**src/logic/bus_cycle_regs.vh**
```
`ifndef BUS_CYCLE_REGS_VH
`define BUS_CYCLE_REGS_VH

// Half-clock bus states, one ref_clk per bus state
`define ST_IDLE     4'h0
`define ST_ASSERT   4'h2
`define ST_WRSTROBE 4'h4
`define ST_NEGATE   4'h7
`define ST_ERRNEG   4'h9
// Function code reset value
`define FC_IDLE     3'h0
// Long-word access takes this many word cycles
`define LONG_WORDS  2'h2
// Access sizes
`define SIZE_BYTE   2'h0
`define SIZE_WORD   2'h1
`define SIZE_LONG   2'h2
// Synchroniser depth
`define SYNC_STAGES 2

`endif

```
**src/logic/async_bus_master.v**
```verilog
// Behaviour
// - Every ordinary cycle walks states S0..S7, with wait and error-extension states only as needed.
// - In S0 of a read, function code and address become valid and direction goes high.
// - On a read, address and data strobes assert at the start of S2.
// - In S4 the master waits, adding whole clocks, until acknowledge or bus error arrives.
// - An acknowledged read captures data and negates strobes entering S7.
// - Bus error without acknowledge holds the bus through S8 and negates strobes in S9.
// - Byte accesses pick the upper strobe when the low address bit is 0, else the lower.
// - Word accesses assert both strobes, and a long word runs as two word cycles.
// - In S0 of a write, function code and address are presented and direction returns high.
// - On a write, address strobe asserts and direction goes low at the start of S2.
// - In S3 of a write the data bus is driven with write data.
// - On a write the data strobes assert at the start of S4, after data is stable.
// - An acknowledged write negates strobes entering S7 and frees data and direction after S7.
// - A write ended by bus error alone negates strobes in S9 and frees the bus after S9.
// - All issued signals come from flops, and returned acknowledge and data are resampled.
`timescale 1ns/1ps
`include "bus_cycle_regs.vh"

module async_bus_master #(
    parameter ADDR_W = 24,
    parameter DATA_W = 16
) (
    input  wire              ref_clk,
    input  wire              srst,
    input  wire              ce,
    // Request side
    input  wire              req_valid,
    output wire              req_ready,
    input  wire              req_write,
    input  wire [1:0]        req_size,
    input  wire [2:0]        req_fc,
    input  wire [ADDR_W-1:0] req_addr,
    input  wire [31:0]       req_wdata,
    output reg               resp_valid,
    output reg               resp_error,
    output reg  [31:0]       resp_rdata,
    // Bus side
    output reg  [2:0]        function_code,
    output reg  [ADDR_W-1:1] addr_out,
    output reg               read_write,
    output reg               address_strobe_n,
    output reg               upper_byte_strobe_n,
    output reg               lower_byte_strobe_n,
    output reg  [DATA_W-1:0] data_out,
    output reg               data_oe,
    input  wire [DATA_W-1:0] data_in,
    input  wire              transfer_acknowledge_n,
    input  wire              bus_error_in_n
);

////////////////////////////////////////////////////////////////////////////////
// Sequencer states, one-hot

localparam S_IDLE  = 6'b000001;
localparam S_START = 6'b000010;
localparam S_STRB  = 6'b000100;
localparam S_WAIT  = 6'b001000;
localparam S_ACKED = 6'b010000;
localparam S_BUS_ERROR_IN  = 6'b100000;

reg  [5:0]        state;
reg  [5:0]        next_state;
reg  [3:0]        bus_state;
reg               is_write;
reg  [1:0]        size;
reg               second;
reg  [31:0]       wdata;
reg  [ADDR_W-1:0] base_addr;
reg               err_seen;
reg  [DATA_W-1:0] data_q;
reg  [15:0]       lane_wdata;

wire              ack_s;
wire              bus_error_in_s;
wire              upper_en;
wire              lower_en;
wire [7:0]        rd_byte;

////////////////////////////////////////////////////////////////////////////////
// Termination input synchronisers

// Idle high so reset never looks like an answer
sync_level #(.RESET_VAL(1'b1)) u_ack_sync (
    .ref_clk (ref_clk),
    .srst    (srst),
    .ce      (ce),
    .d       (transfer_acknowledge_n),
    .q       (ack_s)
);

sync_level #(.RESET_VAL(1'b1)) u_bus_error_in_sync (
    .ref_clk (ref_clk),
    .srst    (srst),
    .ce      (ce),
    .d       (bus_error_in_n),
    .q       (bus_error_in_s)
);

byte_lane_select u_lanes (
    .size            (size),
    .byte_select_bit (base_addr[0]),
    .upper_en        (upper_en),
    .lower_en        (lower_en)
);

// Ready only while idle, so one request is in flight at a time
assign req_ready = state[0];

// Byte reads come back on the lane that the low address bit picked
assign rd_byte = base_addr[0] ? data_q[7:0] : data_q[15:8];

////////////////////////////////////////////////////////////////////////////////
// Write data for the current word; a byte goes out on both lanes

always @* begin
    case (size)
        `SIZE_BYTE: begin
            lane_wdata = {wdata[7:0], wdata[7:0]};
        end
        `SIZE_LONG: begin
            // High word first, so a bus error on it stops the pair early
            lane_wdata = second ? wdata[15:0] : wdata[31:16];
        end
        default: begin
            lane_wdata = wdata[15:0];
        end
    endcase
end

////////////////////////////////////////////////////////////////////////////////
// Next-state logic

always @* begin
    next_state = state;
    case (state)
        S_IDLE: begin
            if (req_valid)
                next_state = S_START;
        end
        S_START: begin
            if (bus_state == `ST_WRSTROBE - 4'h1)
                next_state = S_STRB;
        end
        S_STRB: begin
            next_state = S_WAIT;
        end
        S_WAIT: begin
            // Acknowledge wins over bus error
            if (!ack_s)
                next_state = S_ACKED;
            else if (!bus_error_in_s)
                next_state = S_BUS_ERROR_IN;
        end
        S_ACKED: begin
            if (bus_state == `ST_NEGATE) begin
                // Long word reruns the sequence for its low half
                if (size == `SIZE_LONG && !second)
                    next_state = S_START;
                else
                    next_state = S_IDLE;
            end
        end
        S_BUS_ERROR_IN: begin
            if (bus_state == `ST_ERRNEG)
                next_state = S_IDLE;
        end
        default: next_state = S_IDLE;
    endcase
end

////////////////////////////////////////////////////////////////////////////////
// Bus sequencing; every bus output is a flop so it leaves deskewed

always @(posedge ref_clk) begin
    if (srst) begin
        state               <= S_IDLE;
        bus_state           <= `ST_IDLE;
        is_write            <= 1'b0;
        size                <= `SIZE_BYTE;
        second              <= 1'b0;
        wdata               <= 32'h00000000;
        base_addr           <= {ADDR_W{1'b0}};
        err_seen            <= 1'b0;
        data_q              <= {DATA_W{1'b0}};
        function_code       <= `FC_IDLE;
        addr_out            <= {(ADDR_W-1){1'b0}};
        read_write          <= 1'b1;
        address_strobe_n    <= 1'b1;
        upper_byte_strobe_n <= 1'b1;
        lower_byte_strobe_n <= 1'b1;
        data_out            <= {DATA_W{1'b0}};
        data_oe             <= 1'b0;
        resp_valid          <= 1'b0;
        resp_error          <= 1'b0;
        resp_rdata          <= 32'h00000000;
    end else if (ce) begin
        state      <= next_state;
        resp_valid <= 1'b0;
        data_q     <= data_in;
        case (state)
            S_IDLE: begin
                if (req_valid) begin
                    bus_state     <= `ST_IDLE;
                    is_write      <= req_write;
                    size          <= req_size;
                    second        <= 1'b0;
                    wdata         <= req_wdata;
                    base_addr     <= req_addr;
                    err_seen      <= 1'b0;
                    function_code <= req_fc;
                    addr_out      <= req_addr[ADDR_W-1:1];
                    read_write    <= 1'b1;
                end
            end
            S_START: begin
                bus_state <= bus_state + 4'h1;
                if (bus_state == `ST_ASSERT - 4'h1) begin
                    address_strobe_n <= 1'b0;
                    if (is_write)
                        read_write <= 1'b0;
                    else begin
                        upper_byte_strobe_n <= ~upper_en;
                        lower_byte_strobe_n <= ~lower_en;
                    end
                end
                if (is_write && bus_state == `ST_ASSERT) begin
                    data_oe  <= 1'b1;
                    data_out <= lane_wdata;
                end
                // Data has stood a full clock before the write strobes fall
                if (is_write && bus_state == `ST_WRSTROBE - 4'h1) begin
                    upper_byte_strobe_n <= ~upper_en;
                    lower_byte_strobe_n <= ~lower_en;
                end
            end
            S_STRB: begin
                // Spare S4 clock; the synchronisers delay the answer anyway
                bus_state <= `ST_WRSTROBE;
            end
            S_WAIT: begin
                // Wait states hold every bus signal
                if (!ack_s || !bus_error_in_s)
                    bus_state <= bus_state + 4'h1;
            end
            S_ACKED: begin
                bus_state <= bus_state + 4'h1;
                // Bus error beside acknowledge only flags the answer
                if (!bus_error_in_s)
                    err_seen <= 1'b1;
                if (bus_state == `ST_NEGATE - 4'h1) begin
                    address_strobe_n    <= 1'b1;
                    upper_byte_strobe_n <= 1'b1;
                    lower_byte_strobe_n <= 1'b1;
                    if (!is_write) begin
                        if (size == `SIZE_BYTE)
                            resp_rdata <= {24'h000000, rd_byte};
                        else if (size == `SIZE_LONG && !second)
                            resp_rdata[31:16] <= data_q;
                        else
                            resp_rdata[15:0] <= data_q;
                    end
                end
                if (bus_state == `ST_NEGATE) begin
                    data_oe    <= 1'b0;
                    read_write <= 1'b1;
                    if (size == `SIZE_LONG && !second) begin
                        // Second word of a long access
                        second    <= 1'b1;
                        bus_state <= `ST_IDLE;
                        addr_out  <= addr_out + {{(ADDR_W-2){1'b0}}, 1'b1};
                    end else begin
                        resp_valid <= 1'b1;
                        resp_error <= err_seen;
                    end
                end
            end
            S_BUS_ERROR_IN: begin
                // Bus held unchanged through S8
                bus_state <= bus_state + 4'h1;
                if (bus_state == `ST_ERRNEG - 4'h1) begin
                    address_strobe_n    <= 1'b1;
                    upper_byte_strobe_n <= 1'b1;
                    lower_byte_strobe_n <= 1'b1;
                end
                if (bus_state == `ST_ERRNEG) begin
                    data_oe    <= 1'b0;
                    read_write <= 1'b1;
                    resp_valid <= 1'b1;
                    resp_error <= 1'b1;
                end
            end
            default: begin
                bus_state <= `ST_IDLE;
            end
        endcase
    end
end

// Long word aborted by bus error never runs its second half
// relied on: data is resampled through data_q before capture

endmodule

```
**src/logic/byte_lane_select.v**
```verilog
`timescale 1ns/1ps
`include "bus_cycle_regs.vh"

module byte_lane_select (
    input  wire [1:0] size,
    input  wire       byte_select_bit,
    output reg        upper_en,
    output reg        lower_en
);

always @* begin
    if (size == `SIZE_BYTE) begin
        upper_en = ~byte_select_bit;
        lower_en = byte_select_bit;
    end else begin
        upper_en = 1'b1;
        lower_en = 1'b1;
    end
end

endmodule

```
**src/logic/sync_level.v**
```verilog
`timescale 1ns/1ps
`include "bus_cycle_regs.vh"

module sync_level #(
    parameter RESET_VAL = 1'b1
) (
    input  wire ref_clk,
    input  wire srst,
    input  wire ce,
    input  wire d,
    output wire q
);

reg stage1;
reg stage2;

// First stage feeds only the second
always @(posedge ref_clk) begin
    if (srst) begin
        stage1 <= RESET_VAL;
        stage2 <= RESET_VAL;
    end else if (ce) begin
        stage1 <= d;
        stage2 <= stage1;
    end
end

assign q = stage2;

endmodule

```
**config.mk**
```make
export PLATFORM = sky130hd
export DESIGN_NAME = async_bus_master
export DESIGN_NICKNAME = d
export VERILOG_FILES = /design/src/logic/async_bus_master.v /design/src/logic/byte_lane_select.v /design/src/logic/sync_level.v
export VERILOG_INCLUDE_DIRS = /design/src /design/src/logic
export SDC_FILE = /design/constraint.sdc
export NUM_CORES = 1
export LEC_CHECK = 0
export ABC_AREA = 1
export BUFFER_PORTS_ARGS = -buffer_cell sky130_fd_sc_hd__buf_2
export CORE_AREA = 4 4 118 120
export CTS_BUF_LIST = sky130_fd_sc_hd__clkbuf_4
export CTS_CLUSTER_SIZE = 24
export DETAILED_ROUTE_END_ITERATION = 8
export DIE_AREA = 0 0 122 124
export GPL_TIMING_DRIVEN = 0
export PLACE_DENSITY_LB_ADDON = 0.2
export SLEW_MARGIN = 10
export SYNTH_ARGS = -nofsm -noshare
export SYNTH_HDL_FRONTEND = slang
export SYNTH_SLANG_ARGS = --single-unit
```
**constraint.sdc**
```tcl
create_clock -name ref_clk -period 2 [get_ports ref_clk]
set_input_delay 0.3 -clock ref_clk [delete_from_list [all_inputs] [get_ports ref_clk]]
set_output_delay 0.3 -clock ref_clk [all_outputs]
set_load 0.02 [all_outputs]
```
==> After elaboration in Yosys (flattened, before gate mapping) <==
Index checks and enable logic that the tools add are counted.
{ "totals": {"ff_bits": 149, "out_inout_bits": 82} }
{ "op_classes": {"mux": 60, "bitwise": 4, "n_addsub": 2, "eq_ne": 31, "reduce_logical": 27} }
{ "op_table": {"columns": ["operator", "count"], "rows": [
  ["$mux W23", 3],
  ["$mux W16", 3],
  ["$pmux W23 S2", 1],
  ["$mux W6", 6],
  ["$pmux W6 S6", 1],
  ["$mux W32", 1],
  ["$pmux W16 S2", 1],
  ["$reduce_and A5 Y1", 6],
  ["$mux W1", 28],
  ["$ne A2 B2 Y1 const B", 13],
  ["$add A23 B1 Y23 const B", 1],
  ["$pmux W4 S5", 1],
  ["$mux W4", 4],
  ["$pmux W1 S3", 4],
  ["$reduce_and A6 Y1", 2],
  ["$ne A3 B3 Y1 const B", 3],
  ["$reduce_and A3 Y1", 3],
  ["$eq A4 B2 Y1 const B", 2],
  ["$eq A4 B3 Y1 const B", 2],
  ["$eq A4 B4 Y1 const B", 2],
  ["$mux W8", 1],
  ["$pmux W1 S2", 4],
  ["$reduce_and A7 Y1", 1],
  ["$eq A6 B1 Y1 const B", 1],
  ["other kinds (21)", 30]
]} }

==> Depth between registers and ports, before layout <==
Gate-level depths: netlist (run 1).
{ "depth": {"depth_word": 7, "ltp_mapped": 11} }

==> Hierarchy <==
A second synthesis (run 1) with hierarchy kept.
{ "unflattened": {"cells_unflattened": 1037, "area_unflattened_um2": 7113.1} }
{ "by_module_without_submodules": {"columns": ["module", "cells_per_inst", "area_per_inst_um2", "instances", "seq_area_each_um2"], "rows": [
  ["async_bus_master", 1013, 6950.4, 1, 2902.8],
  ["sync_level", 10, 72.6, 2, 40.0],
  ["byte_lane_select", 4, 17.5, 1, 0.0]
]} }

==> Worst setup path before layout (run 1) <==
No wires, ideal clock.
{ "synth_timing": {"path_type": "register -> register", "startpoint": "reg addr_out[2] in the netlist's numbering", "endpoint": "reg addr_out[11] in the netlist's numbering", "setup_ps": 70, "required_ps": 1930, "arrival_ps": 1669, "path_buffers": 0, "synth_period_minus_slack_ps": 1739, "path_stages_with_launch": 9, "path_slack_ps": 261, "path_cell_list": "dfxtp_1 > ha_1 > nand2_1 > nor2_1 > nand2_1 > or2_2 > nand3_1 > nand2_1 > a21oi_1"} }
{ "synth_between": {"elab_chain_cells": 4} }
{ "synth_rtl": {"columns": ["element", "line", "text"], "rows": [
  ["start, declared", "async_bus_master.v:40", "output reg [ADDR_W-1:1] addr_out,"],
  ["start signal, assigned", "async_bus_master.v:187", "addr_out <= {(ADDR_W-1){1'b0}};"],
  ["start signal, assigned", "async_bus_master.v:212", "addr_out <= req_addr[ADDR_W-1:1];"],
  ["start signal, assigned", "async_bus_master.v:271", "addr_out <= addr_out + {{(ADDR_W-2){1'b0}}, 1'b1};"],
  ["$add A23 B1 Y23", "async_bus_master.v:271", null],
  ["$mux W23", "async_bus_master.v:267", "if (size == `SIZE_LONG && !second) begin"],
  ["$mux W23", "async_bus_master.v:264", "if (bus_state == `ST_NEGATE) begin"],
  ["$pmux W23 S2", "async_bus_master.v:201", "case (state)"]
]} }
Every way passes these cells. The select of a mux whose other input is x is not followed.
A chain may end at the register's enable or synchronous reset.

==> Worst setup path after layout (run 1) <==
{ "layout_timing": {"startpoint": "reg state[2]", "endpoint": "reg resp_rdata[18]"} }
{ "layout_between": {"elab_chain_cells": 2} }
{ "layout_rtl": {"columns": ["element", "line", "text"], "rows": [
  ["start, declared", "async_bus_master.v:62", "reg [5:0] state;"],
  ["start signal, assigned", "async_bus_master.v:198", "state <= next_state;"],
  ["$eq A6 B5 Y1", "async_bus_master.v:201", null],
  ["$reduce_and A5 Y1 (no line)", null, null],
  ["end signal, assigned", "async_bus_master.v:257", "resp_rdata <= {24'h000000, rd_byte};"],
  ["end signal, assigned", "async_bus_master.v:259", "resp_rdata[31:16] <= data_q;"],
  ["end, declared", "async_bus_master.v:37", "output reg [31:0] resp_rdata,"]
]} }
Every way passes these cells.

==> run summary, run 1 <==
Power Total -> 0.00888 W
Worst Skew -> 0.0145 ns
total of warnings raised by yosys -> 0
CP Data Arrival Time -> 2.33 ns
maxcap violations -> 0
largest net degree at the start of global routing -> 17
Mapped Cells -> 1033
Clock Sinks -> 149
vias after detailed routing -> 7898
CTS tree -> done
Yosys cell types -> 38
Port Buffers -> 165
Remaining Overflow, GRT -> 0
WL/cell -> 15.5 µm
Worst setup EP type -> flip-flop
initial core utilization -> 0.545
GP Congestion -> 0.996
initial antenna violation count -> 0
status -> complete, no violations
# rows -> 42
Inst Count DP -> 1374
actual slew at the worst max-slew pin -> 0.681 ns
first-pass GRT wire length -> 34900 µm
Startpoint Class -> flip-flop
Die Span X -> 122 µm
DP HPWL -> 15900 µm
Antenna Nets Post-Route -> 0
Max Slew Vio Count -> 0
TritonRoute pass-1 iters -> 5
most common cell after layout, fill and taps aside -> nor2_1
Slew headroom -> 0.546
Peak Freq -> 532 MHz
Worst VDD drop -> 0.000579 V
Mapped Nets -> 1122
Post-Route WL -> 22600 µm
NumNets Final -> 1358
met1 Use GR -> 0.370
most frequent cells in the layout -> nor2_1, nand2_1, buf_2
Fin Setup TNS -> 0 ns
min Tclk post-route -> 1.88 ns
die height -> 124 µm
period utilization -> 0.939
Hold Violations, Final -> 0
busiest grt layer -> met2
critical path class -> reg2reg
Vias per Instance -> 5.41
initial DRC count -> 689
root buffer cell -> clkbuf_4
PwrDens -> 997 mW/mm²
core area -> 0.0130 mm²
Final Util -> 0.686
sequential fraction of the synthesis area -> 0.421
IO Pins -> 166
Syn Area/Cell -> 6.85 µm²
final setup violation count -> 0
required time worst endpoint -> 2.45 ns
Cell Count, Final, Fillers Out -> 1459
Cell Area, Synth -> 0.00708 mm²
area delta synth->final -> 25.9%
DRC Markers -> 0
TritonCTS buffer count -> 17
CP Max Fanout -> 10
register clock-pin slew on the reported worst setup and hold paths -> 0.12 ns
DIE AREA -> 0.0151 mm²
Max Buffers Root-to-Sink -> 2
met3 usage -> 0.0581
vias in the first global route -> 7045
RSZ-0062 raised after global routing -> false
Lkg Pwr -> 3.98 nW
CTS H-Tree Depth -> 4
worst skew pair latency -> 0.57 ns
GR Layer Usage met2 -> 0.513
Hold Path Class -> in2reg
Seq cells post-synth -> 149
share of cells above drive strength 1 -> 0.196
GRT Total Usage -> 0.294
## critical path: stages (launching register included)
cell      delay, ns
dfxtp_1        0.37
nor2_4         0.18
nand2_1        0.13
nor2_4         0.16
buf_4          0.21
o211ai_2       0.17
buf_2          0.24
a21oi_1        0.23
nor3b_2        0.07
## area by class of cell
class,count,area (µm²)
well taps,176,220
clock inverters,13,85.1
multi-input cells,751,3570
plain buffers,54,255
clock buffers,19,143
repair buffers,217,1350
fillers,1135,4070
diodes,1,2.50
inverters,79,297
flip-flops and latches,149,2980
## path summary, 6_finish.rpt
kind                    end  slack, ns           start  depth (start not counted)
max          resp_rdata[18]       0.12        state[2]                          8
min               wdata[15]       0.02   req_wdata[15]                          3
max reg2reg  resp_rdata[18]       0.12        state[2]                          8
min reg2reg  resp_rdata[25]       0.45  resp_rdata[25]                          2
## routing by layer
layer	vias up	wire length, µm
li1	3854	-
met4	0	439
met2	418	11000
met1	3578	9260
met3	48	1930
met5	-	0
## cell families after synthesis
group                      count (synthesis)  synth area share
and+or+nand+nor                          506             0.305
AOI/OAI and AO/OA                        233             0.178
DFF                                      149             0.421
buffers and inverters                    133            0.0774
xor gates and xnor gates                   5           0.00619
adders and majority gates                  5           0.00884
muxes                                      2           0.00283
## stage by stage
step,setup slack (ns),instance area [µm²],hold WS (ns)
4_1_cts,0.0399,8870,0.00186
3_3_place_gp,0.122,8120,0.435
2_1_floorplan,0.261,7080,0.426
6_report,0.121,8910,0.0180
5_1_grt,0.00567,8900,0.00933
3_5_place_dp,0.0710,8120,0.433
## report_power, final
group | leakage (nW) | switching [W] | internal, W
Combinational | 2.65 | 0.00211 | 0.00110
Clock | 0.115 | 0.00112 | 0.000507
Sequential | 1.21 | 0.000583 | 0.00346
## cell usage after synthesis, drive strengths merged
master	number	area (µm²)
a211oi	10	75.1
a21boi	1	7.51
a21oi	78	390
a22oi	9	67.6
a31oi	10	62.6
and2	2	12.5
buf	24	139
clkbuf	30	113
dfxtp	149	2980
ha	5	62.6
inv	79	297
mux2i	2	20.0
nand2	194	733
nand3	55	285
nand3b	2	15.0
nand4	13	81.3
nor2	224	888
nor3	3	20.0
nor3b	8	90.1
o211ai	2	20.0
o21a	9	67.6
o21ai	113	566
o22ai	1	6.26
or2	5	31.3
xnor2	3	26.3
xor2	2	17.5
## timing repair
action,in CTS,in global routing
buffers inserted,0,0
hold buffers,52,0
hold endpoints to repair,52,0
resized for setup,0,11
endpoints found under the setup margin,0,34
## flip-flops by register name, indices dropped and copies added (netlist names), 2 cells and up
signal         flops
state              6
data_q            16
size               2
resp_rdata        32
data_out          16
bus_state          4
wdata             32
addr_out          23
function_code      3
Power figures use the tool's default switching activity.
==> inputs of run 2 (changes only) <==
--- a/config.mk
+++ b/config.mk
@@ -6,13 +6,13 @@
 export SDC_FILE = /design/constraint.sdc
 export NUM_CORES = 1
 export LEC_CHECK = 0
-export ABC_AREA = 1
+export ABC_AREA = 0
 export BUFFER_PORTS_ARGS = -buffer_cell sky130_fd_sc_hd__buf_2
-export CORE_AREA = 4 4 118 120
+export CORE_AREA = 4 4 116 118
 export CTS_BUF_LIST = sky130_fd_sc_hd__clkbuf_4
 export CTS_CLUSTER_SIZE = 24
 export DETAILED_ROUTE_END_ITERATION = 8
-export DIE_AREA = 0 0 122 124
+export DIE_AREA = 0 0 120 122
 export GPL_TIMING_DRIVEN = 0
 export PLACE_DENSITY_LB_ADDON = 0.2
 export SLEW_MARGIN = 10
==> run 2 against run 1 <==
  * The run now ends with setup timing left
  * Area after synthesis fell by 5.6%
  * Sequential share of layout area fell by 4.8 points
  * Non-clock buffer count grew 72
  * Flip-flop and latch count unchanged
  * Via count increased by 6.6%
  * Die area down 3.2%
  * Total power is 26% lower
  * Clock skew increased by 0.016 ns
  * Hold slack improved by 0.026 ns
  * Cell count shrank 9.9%
  * Critical path type unchanged
==> run summary, run 2 <==
CTS tree -> done (unchanged)
sequential share of power -> 0.494 (was 0.455)
# rows -> 41 (was 42)
largest net degree at the start of global routing -> 17 (unchanged)
design area -> 0.0105 mm² (was 0.00891 mm²)
Antenna Nets Post-Route -> 0 (unchanged)
Max Slew Vio Count -> 0 (unchanged)
initial DRC count -> 1309 (was 689)
DP HPWL -> 15100 µm (was 15900 µm)
GRT Total Usage -> 0.343 (was 0.294)
Layout fillers -> 686 (was 1135)
NumNets Final -> 1217 (was 1358)
Clock Sinks -> 149 (unchanged)
Slew headroom -> 0.361 (was 0.546)
Yosys cell types -> 61 (was 38)
Power Total -> 0.00653 W (was 0.00888 W)
Hold Violations, Final -> 0 (unchanged)
most common cell after layout, fill and taps aside -> buf_2 (was nor2_1)
IO Pins -> 166 (unchanged)
Worst Skew -> 0.0303 ns (was 0.0145 ns)
DIE AREA -> 0.0146 mm² (was 0.0151 mm²)
Comb power frac -> 0.221 (was 0.362)
asr flop ratio synth -> 0 (unchanged)
WL/cell -> 22.2 µm (was 15.5 µm)
CP Max Fanout -> 4 (was 10)
Die Span X -> 120 µm (was 122 µm)
Remaining Overflow, GRT -> 0 (unchanged)
largest cells by area after synthesis -> dfxtp_1, nand2_1, a21oi_1 (was dfxtp_1, nor2_1, nand2_1)
mux share of post-synthesis cell area -> 0.0333 (was 0.00283)
first-pass GRT wire length -> 39700 µm (was 34900 µm)
Post-Route WL -> 29200 µm (was 22600 µm)
worst path cell trace -> or4_4 -> buf_4 -> buf_4 -> nor4_2 -> o21ai_2 -> buf_4 -> a21oi_1 (was nor2_4 -> nand2_1 -> nor2_4 -> buf_4 -> o211ai_2 -> buf_2 -> a21oi_1 -> nor3b_2)
Sequential Area -> 0.00300 mm² (was 0.00298 mm²)
PwrDens -> 624 mW/mm² (was 997 mW/mm²)
Port Buffers -> 163 (was 165)
Hold Path Class -> in2reg (unchanged)
XOR/XNOR Fraction of Synth Area -> 0.00524 (was 0.00619)
multi-input logic area -> 0.00434 mm² (was 0.00357 mm²)
total of warnings raised by yosys -> 0 (unchanged)
Worst setup EP type -> flip-flop (unchanged)
actual slew at the worst max-slew pin -> 0.958 ns (was 0.681 ns)
Max Buffers Root-to-Sink -> 2 (unchanged)
initial core utilization -> 0.536 (was 0.545)
Startpoint Class -> flip-flop (unchanged)
period utilization -> 1.13 (was 0.939)
Hold Path Depth -> 3 (unchanged)
GP Congestion -> 0.905 (was 0.996)
Peak Freq -> 442 MHz (was 532 MHz)
post-synthesis simple-gate area fraction -> 0.243 (was 0.305)
Mapped Cells -> 833 (was 1033)
die height -> 122 µm (was 124 µm)
setup ws final -> -0.261 ns (was 0.121 ns)
register clock-pin slew on the reported worst setup and hold paths -> 0.16 ns (was 0.12 ns)
core area -> 0.0125 mm² (was 0.0130 mm²)
largest family of logic cells by synthesized area -> simple AND/OR/NAND/NOR gates (unchanged)
Internal -> 0.00437 W (was 0.00507 W)
worst skew pair latency -> 0.61 ns (was 0.57 ns)
Switching Share -> 0.332 (was 0.429)
Sw Pwr -> 0.00217 W (was 0.00381 W)
Worst VDD drop -> 0.000513 V (was 0.000579 V)
min Tclk post-route -> 2.26 ns (was 1.88 ns)
Clk pwr share -> 0.284 (was 0.183)
Placement Cell Area -> 0.00774 mm² (was 0.00812 mm²)
hold worst-path end -> addr_out[5] (was wdata[15])
hold path startpoint -> req_addr[5] (was req_wdata[15])
initial antenna violation count -> 1 (was 0)
Syn Area/Cell -> 8.02 µm² (was 6.85 µm²)
vias after detailed routing -> 8417 (was 7898)
sequential fraction of the synthesis area -> 0.446 (was 0.421)
failing checks -> setup timing
Post-synth top cells -> nand2_1, dfxtp_1, a21oi_1, nor2_1, clkbuf_1 (was nor2_1, nand2_1, dfxtp_1, o21ai_0, a21oi_1)
DRC Markers -> 0 (unchanged)
CTS H-Tree Depth -> 4 (unchanged)
RR Endpoint -> resp_valid (was resp_rdata[18])
DP Worst Slack -> -0.418 ns (was 0.0710 ns)
RSZ-0062 raised after global routing -> true (was false)
most frequent cells in the layout -> buf_2, dfxtp_1, nand2_1 (was nor2_1, nand2_1, buf_2)
root buffer cell -> clkbuf_4 (unchanged)
required time worst endpoint -> 2.54 ns (was 2.45 ns)
FF-to-FF setup slack -> -0.26 ns (was 0.12 ns)
CP max stage delay -> 0.58 ns (was 0.37 ns)
Seq cells post-synth -> 149 (unchanged)
TritonCTS buffer count -> 17 (unchanged)
critical path class -> reg2reg (unchanged)
CP Data Arrival Time -> 2.80 ns (was 2.33 ns)
Mapped Nets -> 922 (was 1122)
Synth Area in Compound Gates -> 0.216 (was 0.178)
maxcap violations -> 0 (unchanged)
Cell Area, Synth -> 0.00668 mm² (was 0.00708 mm²)
vias in the first global route -> 7693 (was 7045)
EDFF count, synth -> 0 (unchanged)
adder-cell area share of the yosys netlist -> 0.00936 (was 0.00884)
most frequent cell after synthesis -> nand2_1 (was nor2_1)
CP top delay family -> simple AND/OR/NAND/NOR gates (unchanged)
Lkg Pwr -> 4.06 nW (was 3.98 nW)
ys flop type -> dfxtp_1 (unchanged)
status -> finished with violations (was complete, no violations)
leading area contributor after synthesis -> dfxtp_1 (unchanged)
crit path launch -> state[1] (was state[2])
Synth top area share -> 0.446 (was 0.421)
Crit path top cell by count -> buf_4 (was nor2_4)
Vias per Instance -> 6.41 (was 5.41)
Buf+Inv Stages, Crit Path -> 3 (was 2)
TritonRoute pass-1 iters -> 6 (was 5)
area delta synth->final -> 56.6% (was 25.9%)
share of cells above drive strength 1 -> 0.420 (was 0.196)
Critical-path top delay cell -> or4_4 (was dfxtp_1)
FF-to-FF path depth -> 7 (was 8)
WHS -> 0.0442 ns (was 0.0180 ns)
final setup violation count -> 110 (was 0)
worst r2r src -> state[1] (was state[2])
Top Registers -> resp_rdata (32), wdata (32), addr_out (23) (unchanged)
==> run 2: cell types whose count changed in the layout (fill, tap and decap cells not counted), moves of 26 or more <==
cell,change
nand2_1,-71
nor2_1,-161
o21ai_0,-88
inv_1,-69
buf_4,+26
a21oi_1,-33
a21oi_2,+53
==> run 2: worst max path at each step <==
stage / endpoint / slack [ns] / cells past startpoint
global route: resp_valid / -0.43 / 7
floorplan: resp_rdata[16] / -0.12 / 8
global placement: resp_rdata[14] / -0.43 / 8
detailed placement: wdata[15] / -0.42 / 8
CTS: resp_rdata[30] / -0.20 / 8
finish: resp_valid / -0.26 / 7
==> run 2: what timing repair did <==
item / CTS / global route
cloned: 8 / 3
endpoints found under the setup margin: 127 / 129
endpoints found under the hold margin: 61 / 0
resized for setup: 193 / 163
hold buffers: 61 / 0
pin swaps: 77 / 63
setup buffers: 40 / 12
==> run 2: logic make-up (layout without fill, tap and decap cells) <==
logic type	count (synthesis)	in the layout
XOR/XNOR	4	4
adder cells (fa/ha/maj)	5	5
AO/OA/AOI/OAI	230	230
multiplexers	22	22
buffers and inverters	75	383
other	0	1
flip-flops	149	149
AND/OR/NAND/NOR	348	348
==> run 2: worst register-to-register path: cells and delay by family (launching register included) <==
family          cells  cell delay (ns)
simple gates        2             0.98
flops               1             0.38
buf+inv             3             0.50
compound gates      2             0.34
==> run 2: per-stage QoR <==
stage	setup TNS (ns)	std cells	util
after floorplan	-2.43	833	-
after global placement	-38.54	1168	0.621
after detailed placement	-39.88	1168	0.621
after CTS	-9.08	1304	0.784
after global routing	-18.85	1314	0.840
final	-12.40	1314	0.840
==> run 2: area by class of cell <==
class | instances | share of cell area
multi-input combinational | 609 | 0.415
sequential | 149 | 0.287
timing repair buffer | 284 | 0.206
buffer | 59 | 0.0444
tap | 172 | 0.0206
clock inverter | 15 | 0.0123
clock buffer | 17 | 0.0122
inverter | 8 | 0.00287
antenna | 1 | 0.000239
==> run 2: per-layer routing <==
| metal | up-vias | share of wire | global-route usage |
|---|---|---|---|
| met3 | 217 | 0.11 | 0.0789 |
| li1 | 3595 | - | - |
| met1 | 3923 | 0.35 | 0.419 |
| met5 | - | 0 | 0 |
| met4 | 0 | 0.060 | 0.161 |
| met2 | 682 | 0.48 | 0.576 |
==> run 2: power by group through the flow <==
| stage | clock network, W | logic [W] | registers, W |
|---|---|---|---|
| floorplan | 0 | 0.000466 | 0.00328 |
| global route | 0.00194 | 0.00151 | 0.00324 |
| detailed placement | 0 | 0.000794 | 0.00325 |
| finish | 0.00186 | 0.00145 | 0.00323 |
| CTS | 0.00180 | 0.00119 | 0.00320 |
| global placement | 0 | 0.000791 | 0.00325 |
